[src/verilog/flash_sr_pkg.sv]
// Constants, codes and status layout of the flash status and protection block.
// Functional notes
// - Status bit 0 is 1 while program, erase or status write runs.
// - Bit 1 mirrors the write latch; when 0, writes, programs and erases are ignored.
// - Five protect level bits are kept, changed only by status writes, select shielded area.
// - Program or erase aimed inside the shielded area is refused, array untouched.
// - Protect level writes apply only while the status lock is not engaged.
// - Full wipe runs only with low bits 000 and invert 0, or 111 and invert 1.
// - Invert set complements the shielded area: 000 shields all, 111 nothing.
// - Protect invert is a kept read/write bit at 14, default 0.
// - Lock mode 00 accepts writes after latch; 01 only while protect pin high.
// - Lock mode 10 refuses writes until power cycle, which returns mode to 00.
// - Lock mode 11 refuses every status write permanently; here power-up returns it to 00.
// - Quad lanes bit 9, default 0; when 1 the two control pins become data.
// - Three security lock bits default 0, set singly, never cleared; here power-up clears them.
// - Suspend sets erase paused bit 15 or program paused bit 10.
// - Paused bits clear on resume, on the software reset pair, on power cycle.
// - Fast mode flag at bit 20 reads 1 in fast mode, default 0.
// - Drive field 22:21 selects strength: full, three quarters default, half, quarter.
// - Invert clear: 000 shields nothing, 111 all, others fractions or top/bottom sectors.
// - Write latch clears on power-up, write lock, completed writes and software reset.
package flash_sr_pkg;
	localparam logic [7:0] CMD_WR_ON = 8'h06;
	localparam logic [7:0] CMD_WR_LOCK = 8'h04;
	localparam logic [7:0] CMD_RD1 = 8'h05;
	localparam logic [7:0] CMD_RD2 = 8'h35;
	localparam logic [7:0] CMD_RD3 = 8'h15;
	localparam logic [7:0] CMD_SW1 = 8'h01;
	localparam logic [7:0] CMD_SW2 = 8'h31;
	localparam logic [7:0] CMD_SW3 = 8'h11;
	localparam logic [7:0] CMD_PAGE = 8'h02;
	localparam logic [7:0] CMD_SECT = 8'h20;
	localparam logic [7:0] CMD_BLK32 = 8'h52;
	localparam logic [7:0] CMD_BLK64 = 8'hd8;
	localparam logic [7:0] CMD_CHIP1 = 8'h60;
	localparam logic [7:0] CMD_CHIP2 = 8'hc7;
	localparam logic [7:0] CMD_SUSP = 8'h75;
	localparam logic [7:0] CMD_RESUME = 8'h7a;
	localparam logic [7:0] CMD_RST_EN = 8'h66;
	localparam logic [7:0] CMD_RST = 8'h99;
	localparam logic [7:0] CMD_FAST_ON = 8'ha3;
	localparam logic [7:0] CMD_FAST_OFF = 8'hab;
	localparam logic [2:0] BYTES_SW = 3'h2;
	localparam logic [2:0] BYTES_ADDR = 3'h4;
	localparam logic [2:0] BYTES_PROG = 3'h5;
	localparam logic [22:0] ARRAY_TOP = 23'h7fffff;
	localparam logic [22:0] BIG_UNIT = 23'h010000;
	localparam logic [22:0] SMALL_UNIT = 23'h001000;
	localparam logic [22:0] SMALL_MAX = 23'h008000;
	localparam logic [2:0] BP_NONE = 3'h0;
	localparam logic [2:0] BP_ALL = 3'h7;
	localparam logic [1:0] DRV_DEFAULT = 2'h1;
	localparam logic [4:0] PIN_IDLE = 5'h1e;
	typedef enum logic [4:0] {
		ST_IDLE = 5'h01, ST_SR = 5'h02, ST_PROG = 5'h04, ST_ERASE = 5'h08, ST_PAUSE = 5'h10
	} phase_t;
	typedef enum logic [3:0] {
		OP_NONE = 4'h1, OP_PROG = 4'h2, OP_ERASE = 4'h4, OP_CHIP = 4'h8
	} op_kind_t;
	typedef struct packed {
		op_kind_t kind;
		logic [23:0] addr;
	} array_op_t;
	typedef struct packed {
		logic res_hi;
		logic [1:0] drive;
		logic fast;
		logic [3:0] res_mid;
		logic esus;
		logic cmp;
		logic [2:0] lb;
		logic psus;
		logic qe;
		logic lock_mode_high;
		logic lock_mode_low;
		logic [4:0] bp;
		logic write_latch_flag;
		logic write_in_progress;
	} status_t;
	localparam status_t SR_DEFAULT = '{drive: DRV_DEFAULT, default: '0};
endpackage : flash_sr_pkg

[src/verilog/flash_status_and_protection.sv]
// Status register, write protection and command gating of the serial flash.
`timescale 1ns/1ps
module flash_status_and_protection #(
	parameter int SR_CYC = 2000,
	parameter int PROG_CYC = 5000,
	parameter int ERASE_CYC = 8000,
	parameter int CNT_W = 20
) (
	// Clock and power-up reset.
	input wire logic sys_clk,
	input wire logic rst,
	// Serial pins; the inputs are asynchronous to sys_clk, the outputs come from sys_clk flops.
	input wire logic sclk,
	input wire logic cs_n,
	input wire logic si,
	input wire logic protect_pin_n,
	input wire logic pause_pin_n,
	output logic so_data,
	output logic so_oe,
	// Array side.
	output flash_sr_pkg::array_op_t array_op,
	output logic op_refused,
	// Controls taken from the status register.
	output logic [1:0] drive_strength,
	output logic quad_lanes_on,
	output logic [2:0] security_lock_bits,
	output logic fast_mode_flag
);
	if (CNT_W < 2 || CNT_W > 30 || SR_CYC < 1 || PROG_CYC < 1 || ERASE_CYC < 1 ||
		SR_CYC >= (1 << CNT_W) || PROG_CYC >= (1 << CNT_W) ||
		ERASE_CYC >= (1 << CNT_W)) begin : g_chk
		$error("flash_status_and_protection: busy counts do not fit CNT_W");
	end

	logic [4:0] s1_ff, s2_ff, s3_ff;
	logic [2:0] bits_ff, bytes_ff;
	logic [7:0] shift_ff, cmd_ff, data_ff, tx_ff;
	logic [23:0] addr_ff;
	logic so_ff, oe_ff, arm_ff, refused_ff;
	flash_sr_pkg::status_t sr_ff, status, wr;
	flash_sr_pkg::phase_t state_ff, nxt_state;
	flash_sr_pkg::array_op_t op_ff;
	logic [CNT_W-1:0] cnt_ff, nxt_cnt;

	// Pins pass two flops; the third stage only feeds edge detection.
	always_ff @(posedge sys_clk) begin
		if (rst) begin
			s1_ff <= flash_sr_pkg::PIN_IDLE;
			s2_ff <= flash_sr_pkg::PIN_IDLE;
			s3_ff <= flash_sr_pkg::PIN_IDLE;
		end else begin
			s1_ff <= {pause_pin_n, protect_pin_n, si, cs_n, sclk};
			s2_ff <= s1_ff;
			s3_ff <= s2_ff;
		end
	end

	wire logic cs_s = s2_ff[1];
	wire logic si_s = s2_ff[2];
	// With quad lanes on, both control pins are data and lose their roles.
	wire logic hold_ok = sr_ff.qe | s2_ff[4];
	wire logic wp_level = sr_ff.qe | s2_ff[3];
	wire logic sck_rise = ~cs_s & hold_ok & s2_ff[0] & ~s3_ff[0];
	wire logic sck_fall = ~cs_s & hold_ok & ~s2_ff[0] & s3_ff[0];
	wire logic frame_end = cs_s & ~s3_ff[1];
	wire logic byte_done = sck_rise & (bits_ff == 3'h7);
	wire logic [7:0] new_byte = {shift_ff[6:0], si_s};
	wire logic [7:0] code_now = (bytes_ff == 3'h0) ? new_byte : cmd_ff;

	// Frame capture: command, three address bytes, and the first byte after the command as data.
	always_ff @(posedge sys_clk) begin
		if (rst || cs_s) begin
			bits_ff <= 3'h0;
			bytes_ff <= 3'h0;
		end else if (sck_rise) begin
			shift_ff <= new_byte;
			bits_ff <= bits_ff + 3'h1;
			if (bits_ff == 3'h7 && bytes_ff != 3'h7) begin
				bytes_ff <= bytes_ff + 3'h1;
			end
		end
	end

	always_ff @(posedge sys_clk) begin
		if (rst) begin
			cmd_ff <= 8'h00;
			addr_ff <= 24'h000000;
			data_ff <= 8'h00;
		end else if (byte_done) begin
			case (bytes_ff)
				3'h0: cmd_ff <= new_byte;
				3'h1: addr_ff[23:16] <= new_byte;
				3'h2: addr_ff[15:8] <= new_byte;
				3'h3: addr_ff[7:0] <= new_byte;
				default: ;
			endcase
			if (bytes_ff == 3'h1) begin
				data_ff <= new_byte;
			end
		end
	end

	// Status read-back; reserved bits and the busy bit are built here.
	always_comb begin
		status = sr_ff;
		status.write_in_progress = (state_ff == flash_sr_pkg::ST_SR) ||
			(state_ff == flash_sr_pkg::ST_PROG) || (state_ff == flash_sr_pkg::ST_ERASE);
		status.res_hi = 1'b0;
		status.res_mid = 4'h0;
	end

	wire logic rd1 = code_now == flash_sr_pkg::CMD_RD1;
	wire logic rd2 = code_now == flash_sr_pkg::CMD_RD2;
	wire logic rd3 = code_now == flash_sr_pkg::CMD_RD3;
	wire logic [7:0] rd_byte = rd1 ? status[7:0] : rd2 ? status[15:8] : status[23:16];

	// Each completed byte reloads the status byte, so polling sees fresh busy state.
	always_ff @(posedge sys_clk) begin
		if (rst || cs_s) begin
			tx_ff <= 8'h00;
			so_ff <= 1'b0;
			oe_ff <= 1'b0;
		end else if (byte_done && (rd1 || rd2 || rd3)) begin
			tx_ff <= rd_byte;
			oe_ff <= 1'b1;
		end else if (sck_fall) begin
			so_ff <= tx_ff[7];
			tx_ff <= {tx_ff[6:0], 1'b0};
		end
	end

	// Decode of a completed frame; only byte-aligned frames execute.
	wire logic aligned = frame_end & (bits_ff == 3'h0) & (bytes_ff != 3'h0);
	wire logic c_is_sw = (cmd_ff == flash_sr_pkg::CMD_SW1) ||
		(cmd_ff == flash_sr_pkg::CMD_SW2) || (cmd_ff == flash_sr_pkg::CMD_SW3);
	wire logic is_sw = c_is_sw && (bytes_ff >= flash_sr_pkg::BYTES_SW);
	wire logic is_prog = (cmd_ff == flash_sr_pkg::CMD_PAGE) &&
		(bytes_ff >= flash_sr_pkg::BYTES_PROG);
	wire logic is_erase = ((cmd_ff == flash_sr_pkg::CMD_SECT) ||
		(cmd_ff == flash_sr_pkg::CMD_BLK32) || (cmd_ff == flash_sr_pkg::CMD_BLK64)) &&
		(bytes_ff >= flash_sr_pkg::BYTES_ADDR);
	wire logic is_chip = (cmd_ff == flash_sr_pkg::CMD_CHIP1) ||
		(cmd_ff == flash_sr_pkg::CMD_CHIP2);
	wire logic do_wren = aligned && cmd_ff == flash_sr_pkg::CMD_WR_ON && !status.write_in_progress;
	wire logic do_write_lock_cmd = aligned && cmd_ff == flash_sr_pkg::CMD_WR_LOCK;
	wire logic do_susp = aligned && cmd_ff == flash_sr_pkg::CMD_SUSP;
	wire logic do_resume = aligned && cmd_ff == flash_sr_pkg::CMD_RESUME;
	wire logic sw_reset = aligned && cmd_ff == flash_sr_pkg::CMD_RST && arm_ff;

	// Shielded-area decode over the 8 MB span.
	function automatic logic shielded(input logic [22:0] a, input logic [4:0] bp,
		input logic cmp);
		logic [22:0] size;
		logic hit;
		if (bp[4]) begin
			size = bp[2] ? flash_sr_pkg::SMALL_MAX :
				flash_sr_pkg::SMALL_UNIT << (bp[1:0] - 2'h1);
		end else begin
			size = flash_sr_pkg::BIG_UNIT << bp[2:0];
		end
		hit = bp[3] ? (a < size) : (a > (flash_sr_pkg::ARRAY_TOP - size));
		if (bp[2:0] == flash_sr_pkg::BP_NONE) begin
			hit = 1'b0;
		end else if (bp[2:0] == flash_sr_pkg::BP_ALL) begin
			hit = 1'b1;
		end
		return hit ^ cmp;
	endfunction : shielded

	wire logic prot = shielded(addr_ff[22:0], sr_ff.bp, sr_ff.cmp);
	wire logic can_write = sr_ff.write_latch_flag && (state_ff == flash_sr_pkg::ST_IDLE);
	wire logic lock_ok = ({sr_ff.lock_mode_high, sr_ff.lock_mode_low} == 2'h0) ||
		(({sr_ff.lock_mode_high, sr_ff.lock_mode_low} == 2'h1) && wp_level);
	wire logic chip_ok = (sr_ff.bp[2:0] == flash_sr_pkg::BP_NONE && !sr_ff.cmp) ||
		(sr_ff.bp[2:0] == flash_sr_pkg::BP_ALL && sr_ff.cmp);
	wire logic go_sw = aligned && is_sw && can_write && lock_ok;
	wire logic go_prog = aligned && is_prog && can_write && !prot;
	wire logic go_erase = aligned && is_erase && can_write && !prot;
	wire logic go_chip = aligned && is_chip && can_write && chip_ok;
	wire logic want = aligned && (is_sw || is_prog || is_erase || is_chip);
	wire logic busy_end = status.write_in_progress && (cnt_ff == '0) &&
		!(do_susp && state_ff != flash_sr_pkg::ST_SR);

	always_comb begin
		nxt_state = state_ff;
		nxt_cnt = cnt_ff;
		case (state_ff)
			flash_sr_pkg::ST_IDLE: begin
				if (go_sw) begin
					nxt_state = flash_sr_pkg::ST_SR;
					nxt_cnt = CNT_W'(SR_CYC - 1);
				end else if (go_prog) begin
					nxt_state = flash_sr_pkg::ST_PROG;
					nxt_cnt = CNT_W'(PROG_CYC - 1);
				end else if (go_erase || go_chip) begin
					nxt_state = flash_sr_pkg::ST_ERASE;
					nxt_cnt = CNT_W'(ERASE_CYC - 1);
				end
			end
			flash_sr_pkg::ST_SR, flash_sr_pkg::ST_PROG, flash_sr_pkg::ST_ERASE: begin
				if (do_susp && state_ff != flash_sr_pkg::ST_SR) begin
					nxt_state = flash_sr_pkg::ST_PAUSE;
				end else if (cnt_ff == '0) begin
					nxt_state = flash_sr_pkg::ST_IDLE;
				end else begin
					nxt_cnt = cnt_ff - 1'b1;
				end
			end
			flash_sr_pkg::ST_PAUSE: begin
				if (do_resume) begin
					nxt_state = sr_ff.esus ? flash_sr_pkg::ST_ERASE : flash_sr_pkg::ST_PROG;
				end
			end
			default: nxt_state = flash_sr_pkg::ST_IDLE;
		endcase
		if (sw_reset) begin
			nxt_state = flash_sr_pkg::ST_IDLE;
		end
	end

	// A status write lands on one byte lane; the cast lines the data up with the fields.
	always_comb begin
		wr = flash_sr_pkg::status_t'({data_ff, data_ff, data_ff});
	end

	// Power-up loads the factory state, which also drops lock mode 10 back to 00.
	always_ff @(posedge sys_clk) begin
		if (rst) begin
			sr_ff <= flash_sr_pkg::SR_DEFAULT;
			state_ff <= flash_sr_pkg::ST_IDLE;
			cnt_ff <= '0;
			arm_ff <= 1'b0;
		end else begin
			state_ff <= nxt_state;
			cnt_ff <= nxt_cnt;
			if (aligned) begin
				arm_ff <= cmd_ff == flash_sr_pkg::CMD_RST_EN;
			end
			if (go_sw && cmd_ff == flash_sr_pkg::CMD_SW1) begin
				sr_ff.lock_mode_low <= wr.lock_mode_low;
				sr_ff.bp <= wr.bp;
			end
			if (go_sw && cmd_ff == flash_sr_pkg::CMD_SW2) begin
				sr_ff.lock_mode_high <= wr.lock_mode_high;
				sr_ff.qe <= wr.qe;
				sr_ff.lb <= sr_ff.lb | wr.lb;
				sr_ff.cmp <= wr.cmp;
			end
			if (go_sw && cmd_ff == flash_sr_pkg::CMD_SW3) begin
				sr_ff.drive <= wr.drive;
			end
			if (do_wren) begin
				sr_ff.write_latch_flag <= 1'b1;
			end else if (do_write_lock_cmd || busy_end || sw_reset) begin
				sr_ff.write_latch_flag <= 1'b0;
			end
			if (do_susp && state_ff == flash_sr_pkg::ST_ERASE) begin
				sr_ff.esus <= 1'b1;
			end else if (do_susp && state_ff == flash_sr_pkg::ST_PROG) begin
				sr_ff.psus <= 1'b1;
			end else if (do_resume || sw_reset) begin
				sr_ff.esus <= 1'b0;
				sr_ff.psus <= 1'b0;
			end
			if (aligned && cmd_ff == flash_sr_pkg::CMD_FAST_ON) begin
				sr_ff.fast <= 1'b1;
			end else if (aligned && cmd_ff == flash_sr_pkg::CMD_FAST_OFF) begin
				sr_ff.fast <= 1'b0;
			end
		end
	end

	// Array requests and refusals are one-cycle pulses from flops.
	always_ff @(posedge sys_clk) begin
		if (rst) begin
			op_ff <= '{kind: flash_sr_pkg::OP_NONE, addr: 24'h000000};
			refused_ff <= 1'b0;
		end else begin
			op_ff.addr <= addr_ff;
			op_ff.kind <= go_prog ? flash_sr_pkg::OP_PROG : go_erase ?
				flash_sr_pkg::OP_ERASE : go_chip ? flash_sr_pkg::OP_CHIP : flash_sr_pkg::OP_NONE;
			refused_ff <= want && !(go_sw || go_prog || go_erase || go_chip);
		end
	end

	assign so_data = so_ff;
	assign so_oe = oe_ff & ~cs_s;
	assign array_op = op_ff;
	assign op_refused = refused_ff;
	assign drive_strength = sr_ff.drive;
	assign quad_lanes_on = sr_ff.qe;
	assign security_lock_bits = sr_ff.lb;
	assign fast_mode_flag = sr_ff.fast;

	wip_busy_a: assert property (@(posedge sys_clk) disable iff (rst)
		go_sw |=> status.write_in_progress) else $error("busy bit not raised by status write");
	latch_gate_a: assert property (@(posedge sys_clk) disable iff (rst)
		(aligned && is_prog && !sr_ff.write_latch_flag) |=> op_ff.kind == flash_sr_pkg::OP_NONE &&
		op_refused) else $error("program accepted without write latch");
	shield_refuse_a: assert property (@(posedge sys_clk) disable iff (rst)
		(aligned && is_erase && prot) |=> op_refused) else $error("erase into shield");
	lock_hold_a: assert property (@(posedge sys_clk) disable iff (rst)
		(aligned && is_sw && sr_ff.lock_mode_high) |=> $stable(sr_ff.bp) && $stable(sr_ff.cmp))
		else $error("status written while locked");
	chip_gate_a: assert property (@(posedge sys_clk) disable iff (rst)
		(op_ff.kind == flash_sr_pkg::OP_CHIP) |-> ($past(sr_ff.bp[2:0]) == 3'h0 &&
		!$past(sr_ff.cmp)) || ($past(sr_ff.bp[2:0]) == 3'h7 && $past(sr_ff.cmp)))
		else $error("full wipe let through");
	lb_sticky_a: assert property (@(posedge sys_clk) disable iff (rst)
		(|($past(sr_ff.lb) & ~sr_ff.lb)) == 1'b0) else $error("security lock cleared");
	pause_clear_a: assert property (@(posedge sys_clk) disable iff (rst)
		(do_resume || sw_reset) |=> !status.esus && !status.psus)
		else $error("paused flag survived resume");
	latch_clear_a: assert property (@(posedge sys_clk) disable iff (rst)
		do_write_lock_cmd |=> !status.write_latch_flag) else $error("write latch not cleared");
	reserved_zero_a: assert property (@(posedge sys_clk) disable iff (rst)
		status[23] == 1'b0 && status[19:16] == 4'h0) else $error("reserved bit set");
	drive_reset_a: assert property (@(posedge sys_clk)
		rst |=> drive_strength == flash_sr_pkg::DRV_DEFAULT) else $error("drive default");
	sr_write_c: cover property (@(posedge sys_clk) disable iff (rst) go_sw ##1 status.write_in_progress);
	prog_pause_c: cover property (@(posedge sys_clk) disable iff (rst)
		go_prog ##[1:300] (state_ff == flash_sr_pkg::ST_PAUSE));
	refuse_c: cover property (@(posedge sys_clk) disable iff (rst) op_refused);
endmodule : flash_status_and_protection
[config.mk]
export PLATFORM = sky130hd
export DESIGN_NAME = flash_status_and_protection
export DESIGN_NICKNAME = d
export VERILOG_FILES = /design/src/verilog/flash_sr_pkg.sv /design/src/verilog/flash_status_and_protection.sv
export SDC_FILE = /design/constraint.sdc
export NUM_CORES = 1
export LEC_CHECK = 0
export ABC_AREA = 1
export BUFFER_PORTS_ARGS = -buffer_cell sky130_fd_sc_hd__buf_2
export CORE_ASPECT_RATIO = 1.25
export CORE_UTILIZATION = 44
export CTS_CLUSTER_SIZE = 20
export DETAILED_ROUTE_END_ITERATION = 10
export PLACE_DENSITY_LB_ADDON = 0.25
export RECOVER_POWER = 25
export SLEW_MARGIN = 10
export SYNTH_ARGS = -nofsm -noshare
export SYNTH_HDL_FRONTEND = slang
export SYNTH_SLANG_ARGS = --single-unit
[constraint.sdc]
create_clock -name sys_clk -period 6.4 [get_ports sys_clk]
set_clock_uncertainty 0.05 [all_clocks]
set_input_delay 0.32 -clock sys_clk [delete_from_list [all_inputs] [get_ports sys_clk]]
set_output_delay 0.32 -clock sys_clk [all_outputs]
set_load 0.01 [all_outputs]
# Yosys cells after proc, flatten, opt, wreduce, memory -nomap -nowiden
# Cells that the tools add are included.
# word_totals
reg_bits	140
inputBits	7
out_inout_bits	38
elab_cells	232
# op_classes
n_addsub	5
magnitude_cmp	5
n_eq_ne	39
shifts	2
mux	35
bitwise	21
reduce_logical	93
# op_table
op	n
two-way mux 20 bit	5
two-way mux 23 bit	2
equality test 8 x 7 -> 1 bit (second input constant)	5
equality test 8 bit (second input constant)	5
logical AND 1 bit	40
two-way mux 8 bit	5
one-hot mux 20 bit (2 select lines)	1
two-way mux 5 bit	6
equality test 8 x 3 -> 1 bit (second input constant)	3
equality test 8 x 6 -> 1 bit (second input constant)	3
> comparator 23 bit	1
< comparator 23 bit	1
<< shifter 13 x 2 -> 23 bit (first input constant)	1
<< shifter 17 x 3 -> 23 bit (first input constant)	1
subtractor 23 bit (first input constant)	1
logical OR 1 bit	22
logical NOT 20 bit	1
subtractor 20 x 1 -> 20 bit (second input constant)	1
equality test 8 x 5 -> 1 bit (second input constant)	2
AND reduction 2 bit	8
one-hot mux 5 bit (3 select lines)	1
nonzero test 2 bit	6
two-way mux 1 bit	11
AND 1 bit	10
34 further kinds	58

# Logic depth before layout (Yosys ltp)
# Gate-level depths: netlist of run 1.
# depth
word_depth	17
depth_mapped	24

# Worst setup path before layout of run 1
# OpenSTA, ideal clock, no wires.
# synth_path
path_type	register -> register
from	register sr_ff[2] in the netlist's numbering
to	register cnt_ff[17]
setup_time_ns	0.111
t_arrival_ns	2.467
setup_slack_ns	3.773
path_stages_with_launch	20
synth_period_minus_slack_ns	2.627
cell_sequence	dfxtp_1 > inv_1 > nor4_1 > inv_1 > ha_1 > nor3_1 > nand2_1 > nor2_1 > a21oi_1 > nand2_1 > nand2_2 > nand2_2 > nand2_4 > nand3_4 > nand3_4 > nor2_4 > nor2_8 > buf_12 > nor2_4 > nor2_2
# synth_between
elab_chain_cells	15
elab_cells_between_ends	27
classes_between	add/sub (2); order compare (2); eq/ne (2); shift (2); mux (8); bitwise (1); reduce/logical (10)
# synth_lines
item	line_no	rtl
start, declared	flash_status_and_protection.sv:40	flash_sr_pkg::status_t sr_ff, status, wr;
start signal, assigned	flash_status_and_protection.sv:229	sr_ff <= flash_sr_pkg::SR_DEFAULT;
subtractor 2 x 1 -> 2 bit	flash_status_and_protection.sv:157	flash_sr_pkg::SMALL_UNIT << (bp[1:0] - 2'h1);
<< shifter 13 x 2 -> 23 bit	flash_status_and_protection.sv:157	
two-way mux 23 bit	flash_status_and_protection.sv:156	size = bp[2] ? flash_sr_pkg::SMALL_MAX :
two-way mux 23 bit	flash_status_and_protection.sv:155	if (bp[4]) begin
subtractor 23 bit	flash_status_and_protection.sv:161	hit = bp[3] ? (a < size) : (a > (flash_sr_pkg::ARRAY_TOP - size));
> comparator 23 bit	flash_status_and_protection.sv:161	
two-way mux 1 bit	flash_status_and_protection.sv:161	
two-way mux 1 bit	flash_status_and_protection.sv:164	end else if (bp[2:0] == flash_sr_pkg::BP_ALL) begin
two-way mux 1 bit	flash_status_and_protection.sv:162	if (bp[2:0] == flash_sr_pkg::BP_NONE) begin
bitwise XOR 1 bit	flash_status_and_protection.sv:167	return hit ^ cmp;
logical NOT 1 bit	flash_status_and_protection.sv:177, flash_status_and_protection.sv:178	
logical AND 1 bit (on tied branches)	flash_status_and_protection.sv:178, flash_status_and_protection.sv:177	
logical OR 1 bit or two-way mux 20 bit (tied branches)	flash_status_and_protection.sv:195, flash_status_and_protection.sv:192	
inequality test 4 x 3 -> 1 bit (no source line) or two-way mux 20 bit (tied branches)	--	
AND reduction 4 bit (no source line) or one-hot mux 20 bit (2 select lines) (tied branches)	--	
end signal, assigned	flash_status_and_protection.sv:235	cnt_ff <= nxt_cnt;
end, declared	flash_status_and_protection.sv:43	logic [CNT_W-1:0] cnt_ff, nxt_cnt;
# Parallel ways exist; a longest one is shown, timed or not.
# A chain may end at the register's enable or synchronous reset.

# Final worst setup path of run 1
# layout_path
from	register sr_ff[6] in the netlist's numbering
to	register cnt_ff[6]
# layout_between
elab_chain_cells	12
elab_cells_between_ends	17
classes_between	add/sub (1); order compare (2); eq/ne (1); mux (7); bitwise (1); reduce/logical (5)
# layout_lines
item	line_no
two-way mux 23 bit (*)	flash_status_and_protection.sv:155
subtractor 23 bit	flash_status_and_protection.sv:161
> comparator 23 bit	flash_status_and_protection.sv:161
two-way mux 1 bit (*)	flash_status_and_protection.sv:161
two-way mux 1 bit (*)	flash_status_and_protection.sv:164
two-way mux 1 bit (*)	flash_status_and_protection.sv:162
bitwise XOR 1 bit (*)	flash_status_and_protection.sv:167
logical NOT 1 bit (*)	flash_status_and_protection.sv:177, flash_status_and_protection.sv:178
logical AND 1 bit (on tied branches)	flash_status_and_protection.sv:178, flash_status_and_protection.sv:177
logical OR 1 bit or two-way mux 20 bit (tied branches)	flash_status_and_protection.sv:195, flash_status_and_protection.sv:192
inequality test 4 x 3 -> 1 bit (no source line) or two-way mux 20 bit (tied branches)	--
AND reduction 4 bit (no source line) or one-hot mux 20 bit (2 select lines) (tied branches)	--
# Mark *: on every way between the ends. The rest lies on a longest branch, timed or not.

==> results.json, run 1 <==
{
  "outcome": "finished with violations",
  "violations": "max-capacitance violations, max-slew violations",
  "power.density_nw_per_um2": 232,
  "portBuffers": 44,
  "dpl_worst_slack_ns": 3.32,
  "power_frac_clock_pct": 51.0,
  "seqPwrFrac_pct": 47.5,
  "synth_edf_count": 7,
  "drc": 0,
  "first_global_vias": 5742,
  "synth_simple_gate_area_share_pct": 28.8,
  "synth_seq_cells": 140,
  "place_area_um2": 7440,
  "final_area_um2": 8000,
  "hpwl_um": 12200,
  "antenna_cells": 0,
  "ys_seq_area_share_pct": 40.5,
  "fin_crit_ns": 3.13,
  "fillers": 1625,
  "die_area_um2": 16600,
  "viasPerCell": 4.92,
  "comb_power_share_pct": 1.5,
  "yosysUniqueCellTypes": 60,
  "crit_arrival_ns": 3.44,
  "overflow": 0,
  "clk_latency_ns": 0.43,
  "finalSetupTns_ns": 0,
  "finalHoldViolCount": 0,
  "gr-usage-all-layers_pct": 21.7,
  "wl_per_cell_um": 13.7,
  "dr.pass1.iters": 5,
  "die_h_um": 144,
  "drive_gt1_share_pct": 14.8,
  "clockBufferDepth": 2,
  "nets": 1042,
  "p_int_mw": 1.44,
  "synthesis.area_um2": 7100,
  "coreArea_um2": 15700,
  "path_clk_slew_ns": 0.06,
  "synth.area.mux_share_pct": 0.141,
  "final_max_slew_viol_count": 43,
  "via_count": 6019,
  "switching_share_pct": 22.6,
  "slew_headroom_pct": -22.9,
  "cts_num_sinks": 140,
  "startpoint_type": "flip-flop",
  "htreeDepth": 4,
  "tritoncts": "yes",
  "ys_warn_count": 0,
  "num_rows": 51,
  "power_leakage_nw": 3.44,
  "ioPinCount": 45,
  "hp-class": "input port to flip-flop",
  "netlist_instances": 961,
  "path_max_fanout": 16,
  "max_freq_mhz": 319,
  "ys_async_sr_fraction_pct": 0,
  "syn2layout_area_growth_pct": 12.7,
  "maxCapViolations": 1,
  "synth_fa_ha_area_share_pct": 6.52,
  "synth_top_family_by_area": "simple AND/OR/NAND/NOR gates",
  "drt_iter0_markers": 332,
  "power_mw": 1.86,
  "ant_nets": 0,
  "final_common_cell": "nor2_1",
  "cts_resized": 0,
  "required_ns": 6.70,
  "final_cell_mix": "147 x nor2_1, 142 x nand2_1, 133 x dfxtp_1",
  "synth_compound_area_share_pct": 13.5,
  "path_class": "flip-flop to flip-flop",
  "tightest_slew_ns": 1.84,
  "start_util_pct": 45.2,
  "synth_fp_nets": 1005,
  "ctsHoldBuffers": 0,
  "grt_pass1_wl_um": 27600,
  "synthXorXnorAreaFrac_pct": 0.494,
  "setup_viol": 0,
  "numCtsBuffers": 17,
  "crit_path_end_kind": "flip-flop",
  "drt-total-wl_um": 16700,
  "avgSynthCellArea_um2": 7.39,
  "fin_ws_ns": 3.27,
  "p_switching_mw": 0.420,
  "antenna_found_initial": 0,
  "ys.flop_type": "dfxtp_1",
  "irDropWorstVdd_mv": 0.219,
  "gp_congestion": 0.913,
  "ff2ff_setup_slack_ns": 3.27,
  "rsz0062_at_grt": "false",
  "die_width_um": 116,
  "grt_max_degree": 63,
  "post_cts_buffers": 0,
  "period_share_pct": 49.0,
  "root_buffer": "clkbuf_16"
}
## stage by stage
stage	util, %	cells	hold WS (ns)
finish	51.0	1223	0.0288
CTS	51.0	1223	0.0144
global route	51.0	1223	0.0197
global placement	47.4	1191	0.339
detailed placement	47.4	1191	0.343
floorplan	-	961	0.338
## logic make-up (layout without fill, tap and decap cells)
| kind of cell | Yosys count | count (layout) |
|---|---|---|
| xor gates and xnor gates | 4 | 4 |
| adders and majority gates | 37 | 37 |
| DFF | 140 | 140 |
| AOI/OAI and AO/OA | 172 | 172 |
| and+or+nand+nor | 435 | 435 |
| muxes | 1 | 1 |
| buffers and inverters | 172 | 222 |
## per-layer routing
metal  routed length (um)  global-route usage (%)  share of wire [%]
met5                    0                       0                  0
met4                  355                    9.91                2.1
met3                  590                    4.57                3.5
met2                 8200                    37.1                 49
met1                 7560                    26.0                 45
## area by class of cell
class,instances,area [um2],area share [%]
multi-input combinational,649,3510,43.9
sequential,140,2870,35.9
inverter,143,546,6.82
clock buffer,20,479,5.99
tap,212,265,3.31
timing repair buffer,47,234,2.92
clock inverter,12,96.3,1.20
## state kept, by name (all words and copies together), names as in the netlist, 2 cells and up
name and flops:
shift_ff 7, bytes_ff 3, s3_ff 2, addr_ff 24, s1_ff 5, cmd_ff 8
bits_ff 3, drive_strength 2, sr_ff 11, state_ff 5, cnt_ff 20, s2_ff 5
security_lock_bits 3, array_op 28, tx_ff 8
## power by group through the flow
stage / Clock [mW] / Combinational (mW) / Sequential (mW)
6_report: 0.949 / 0.0278 / 0.883
4_1_cts: 0.967 / 0.0284 / 0.883
5_1_grt: 1.01 / 0.0319 / 0.883
2_1_floorplan: 0 / 0.0213 / 0.901
3_5_place_dp: 0 / 0.0282 / 0.902
3_3_place_gp: 0 / 0.0281 / 0.902
## worst max-delay path, stage by stage, from the launching register on
cell     delay [ns]
dfxtp_1        0.46
inv_1          0.15
nor4_1         0.33
inv_1          0.13
ha_1           0.36
nor3_1         0.21
nand2_1        0.07
nor2_1         0.16
a21oi_1        0.09
nand2_1        0.08
nand2_2        0.07
nand3_2        0.11
nand3_4        0.14
nand3_4        0.14
nor2_4         0.07
nor2_8         0.28
nor2_1         0.07
nor2_1         0.10
## synthesized netlist by cell type (2+ instances only)
| cell type | n | area share (%) |
|---|---|---|
| clkbuf_1 | 17 | 0.90 |
| nand3b_1 | 2 | 0.21 |
| nor4_1 | 7 | 0.62 |
| o21ai_0 | 67 | 4.7 |
| a31oi_1 | 3 | 0.26 |
| inv_1 | 129 | 6.8 |
| or2_2 | 14 | 1.2 |
| dfxtp_1 | 133 | 38 |
| nor2_4 | 4 | 0.63 |
| a21oi_1 | 70 | 4.9 |
| nor2_2 | 23 | 2.0 |
| edfxtp_1 | 7 | 3.0 |
| nand3_4 | 2 | 0.49 |
| o21ai_1 | 3 | 0.21 |
| o211ai_1 | 6 | 0.63 |
| nand2_2 | 6 | 0.53 |
| nor3_2 | 4 | 0.56 |
| nand2_1 | 142 | 7.5 |
| ha_1 | 37 | 6.5 |
| o2111ai_1 | 2 | 0.25 |
| o22ai_1 | 5 | 0.44 |
| xor2_1 | 4 | 0.49 |
| buf_2 | 3 | 0.21 |
| clkinv_1 | 3 | 0.16 |
| nand3_1 | 54 | 3.8 |
| a221oi_1 | 2 | 0.25 |
| inv_2 | 8 | 0.42 |
| nand3_2 | 3 | 0.42 |
| nand4_1 | 5 | 0.44 |
| nor2_1 | 147 | 7.8 |
| nor3_1 | 11 | 0.78 |
| nand2_4 | 3 | 0.48 |
| o21bai_1 | 3 | 0.32 |
| buf_4 | 5 | 0.53 |
| o311ai_1 | 2 | 0.25 |
## path summary, 6_finish.rpt
kind / startpoint / to / depth (start not counted)
max reg2reg: sr_ff[6]$_SDFFE_PP0P_ / cnt_ff[6]$_SDFFE_PP0P_ / 17
min reg2reg: s1_ff[0]$_SDFF_PP0_ / s2_ff[0]$_SDFF_PP0_ / 2
max: sr_ff[6]$_SDFFE_PP0P_ / cnt_ff[6]$_SDFFE_PP0P_ / 17
min: cs_n / s1_ff[1]$_SDFF_PP1_ / 2
Power figures use the tool's default switching activity.
==> inputs of run 2 (changes only) <==
--- a/config.mk
+++ b/config.mk
@@ -5,7 +5,7 @@
 export SDC_FILE = /design/constraint.sdc
 export NUM_CORES = 1
 export LEC_CHECK = 0
-export ABC_AREA = 1
+export ABC_AREA = 0
 export BUFFER_PORTS_ARGS = -buffer_cell sky130_fd_sc_hd__buf_2
 export CORE_ASPECT_RATIO = 1.25
 export CORE_UTILIZATION = 44
==> constraint.sdc (replaced) <==
create_clock -name sys_clk -period 3.2 [get_ports sys_clk]
set_clock_uncertainty 0.05 [all_clocks]
set_input_delay 0.16 -clock sys_clk [delete_from_list [all_inputs] [get_ports sys_clk]]
set_output_delay 0.16 -clock sys_clk [all_outputs]
set_load 0.01 [all_outputs]
==> run 2 against run 1 <==
  * The run ends with negative setup slack left
  * Sequential power grew 120%
  * Via count up 0.78%
  * Global-route usage grew 2.0 points
  * Critical path depth down 5
  * Die area is 5.2% lower
  * Maximum frequency down 2.6%
  * Routed wire length increased by 8.1%
  * Synthesized cell count down 19%
  * Hold slack better by 0.18 ns
  * Design area rose by 6.2%
==> results.json, run 2 <==
{
  "crit_arrival_ns": 3.46,
  "antenna_cells": 0,
  "crit_path_end_kind": "flip-flop",
  "die_area_um2": 15800,
  "multi_input_area_um2": 3800,
  "overflow": 0,
  "path_max_fanout": 3,
  "numCtsBuffers": 17,
  "netlist_instances": 778,
  "path_clk_slew_ns": 0.06,
  "seqPwrFrac_pct": 40.8,
  "fin_ws_ns": -0.0157,
  "grt_pass1_wl_um": 29400,
  "tightest_slew_ns": 0.708,
  "antenna_found_initial": 0,
  "hp-class": "input port to flip-flop",
  "nets": 922,
  "ys_warn_count": 0,
  "drive_gt1_share_pct": 24.6,
  "gp_congestion": 0.886,
  "maxCapViolations": 0,
  "coreArea_um2": 15000,
  "finalHoldViolCount": 0,
  "start_util_pct": 45.0,
  "final_common_cell": "dfxtp_1",
  "root_buffer": "clkbuf_16",
  "wl_per_cell_um": 16.8,
  "yosysMostFrequentCell": "dfxtp_1",
  "ys_seq_area_share_pct": 42.7,
  "portBuffers": 44,
  "final_cell_mix": "129 x dfxtp_1, 75 x nand2_1, 74 x buf_4",
  "place_area_um2": 7520,
  "synth_seq_cells": 140,
  "p_int_mw": 3.30,
  "clk_latency_ns": 0.42,
  "hpwl_um": 12800,
  "ys.flop_type": "dfxtp_1",
  "synth_edf_count": 7,
  "startpoint_type": "flip-flop",
  "required_ns": 3.44,
  "die_width_um": 113,
  "ys_top_cells_by_area": "dfxtp_1 40%, ha_1 6.9%, nand2_1 4.5%, a21oi_1 4.5%, nor2_1 3.9%",
  "yosysTopAreaCell": "dfxtp_1",
  "drc": 0,
  "avgSynthCellArea_um2": 8.64,
  "utilization_pct": 56.8,
  "first_global_vias": 5893,
  "fin_crit_ns": 3.22,
  "rsz0062_at_grt": "true",
  "syn2layout_area_growth_pct": 26.3,
  "synth_fp_nets": 822,
  "fillers": 1280,
  "synth_common_cells": "133 x dfxtp_1, 81 x nand2_1, 70 x nor2_1",
  "period_share_pct": 100,
  "via_count": 6066,
  "power.density_nw_per_um2": 550,
  "comb_power_share_pct": 18.4,
  "grt_max_degree": 66,
  "synthesis.area_um2": 6730,
  "final_area_um2": 8500,
  "ys_async_sr_fraction_pct": 0,
  "power_frac_clock_pct": 40.8,
  "num_rows": 50,
  "p_switching_mw": 1.38,
  "dr.pass1.iters": 5,
  "viasPerCell": 5.65,
  "yosysUniqueCellTypes": 76,
  "outcome": "finished with violations",
  "die_h_um": 140,
  "gr-usage-all-layers_pct": 23.7,
  "slew_headroom_pct": 52.6,
  "htreeDepth": 4,
  "final_max_slew_viol_count": 0,
  "tritoncts": "yes",
  "largest_register_ffs": 28,
  "ant_nets": 0,
  "synth.top_cell.area_share_pct": 39.6,
  "path_class": "flip-flop to flip-flop",
  "drt-total-wl_um": 18100,
  "power_leakage_nw": 3.43,
  "violations": "negative setup slack",
  "ioPinCount": 45,
  "drt_iter0_markers": 452,
  "clockBufferDepth": 2,
  "switching_share_pct": 29.4,
  "max_freq_mhz": 311,
  "irDropWorstVdd_mv": 0.450,
  "setup_viol": 2,
  "seqCellArea_um2": 2890,
  "cts_num_sinks": 140
}
[run 2: cell types whose count changed after synthesis, moves of 18 or more]
cell	change
inv_1	-97
o21ai_0	-50
nor2_2	-23
mux2i_1	+18
nor2b_1	+38
nor2_1	-77
nand2_1	-61
[run 2: kinds of logic after synthesis]
group | after synthesis | synth area share [%]
DFF | 140 | 42.7
and+or+nand+nor | 341 | 26.3
xor gates and xnor gates | 5 | 0.651
adders and majority gates | 37 | 6.88
buffers and inverters | 81 | 5.30
AOI/OAI and AO/OA | 154 | 15.2
muxes | 20 | 3.00
[run 2: metrics by stage]
step           instances  setup TNS [ns]  worst slack, ns  hold slack [ns]  total power [mW]
3_5_place_dp        1030           -2.29           -0.230            0.296              2.77
4_1_cts             1070               0        0.0000437            0.209              4.68
3_3_place_gp        1030          -0.833           -0.128            0.293              2.74
5_1_grt             1073          -0.843           -0.112            0.234              4.86
6_report            1073         -0.0203          -0.0157            0.210              4.67
2_1_floorplan        778               0          0.00438            0.214              2.53
[run 2: worst paths after layout]
kind,start,to,slack (ns),depth (start not counted)
setup / recovery,sr_ff[6]$_SDFFE_PP0P_,array_op[24]$_SDFF_PP1_,-0.02,12
hold reg to reg,s1_ff[1]$_SDFF_PP1_,s2_ff[1]$_SDFF_PP1_,0.36,1
setup reg to reg,sr_ff[6]$_SDFFE_PP0P_,array_op[24]$_SDFF_PP1_,-0.02,12
hold / removal,rst,s2_ff[0]$_SDFF_PP0_,0.21,2
[run 2: worst max-delay path, stage by stage (launching register included)]
cell      delay, ns
dfxtp_2        0.35
nor2b_4        0.19
buf_6          0.14
nand2_4        0.05
ha_4           0.23
or4_4          0.47
or4_4          0.57
o211ai_1       0.16
a21oi_2        0.13
xnor2_2        0.20
or3b_4         0.44
nand3_2        0.07
nand2_1        0.05
[run 2: power groups by stage]
stage | logic (mW) | registers, mW | clock network, mW
2_1_floorplan | 0.605 | 1.93 | 0
3_3_place_gp | 0.799 | 1.94 | 0
3_5_place_dp | 0.826 | 1.95 | 0
4_1_cts | 0.841 | 1.91 | 1.94
5_1_grt | 0.929 | 1.92 | 2.01
6_report | 0.859 | 1.91 | 1.91
[run 2: repair_timing]
action,in CTS,in global routing
gates resized for setup,42,25
hold endpoints to repair,5,0
endpoints found under the setup margin,27,28
hold buffers,5,0
pin swaps,13,8
setup buffers,3,3
[run 2: layout make-up]
type	instances	area share, %
inverters	32	1.41
clock inverters	12	1.18
multi-input cells	557	44.8
well taps	182	2.68
repair buffers	130	10.4
clock buffers	20	5.63
flip-flops and latches	140	34.0
[run 2: layer usage]
metal  vias up  GRT usage (%)  wire length, um
met2       168           44.8             9760
li1       2949              -                -
met1      2919           25.4             7180
met5         -              0                0
met3        30           5.41              712
met4         0           8.91              412
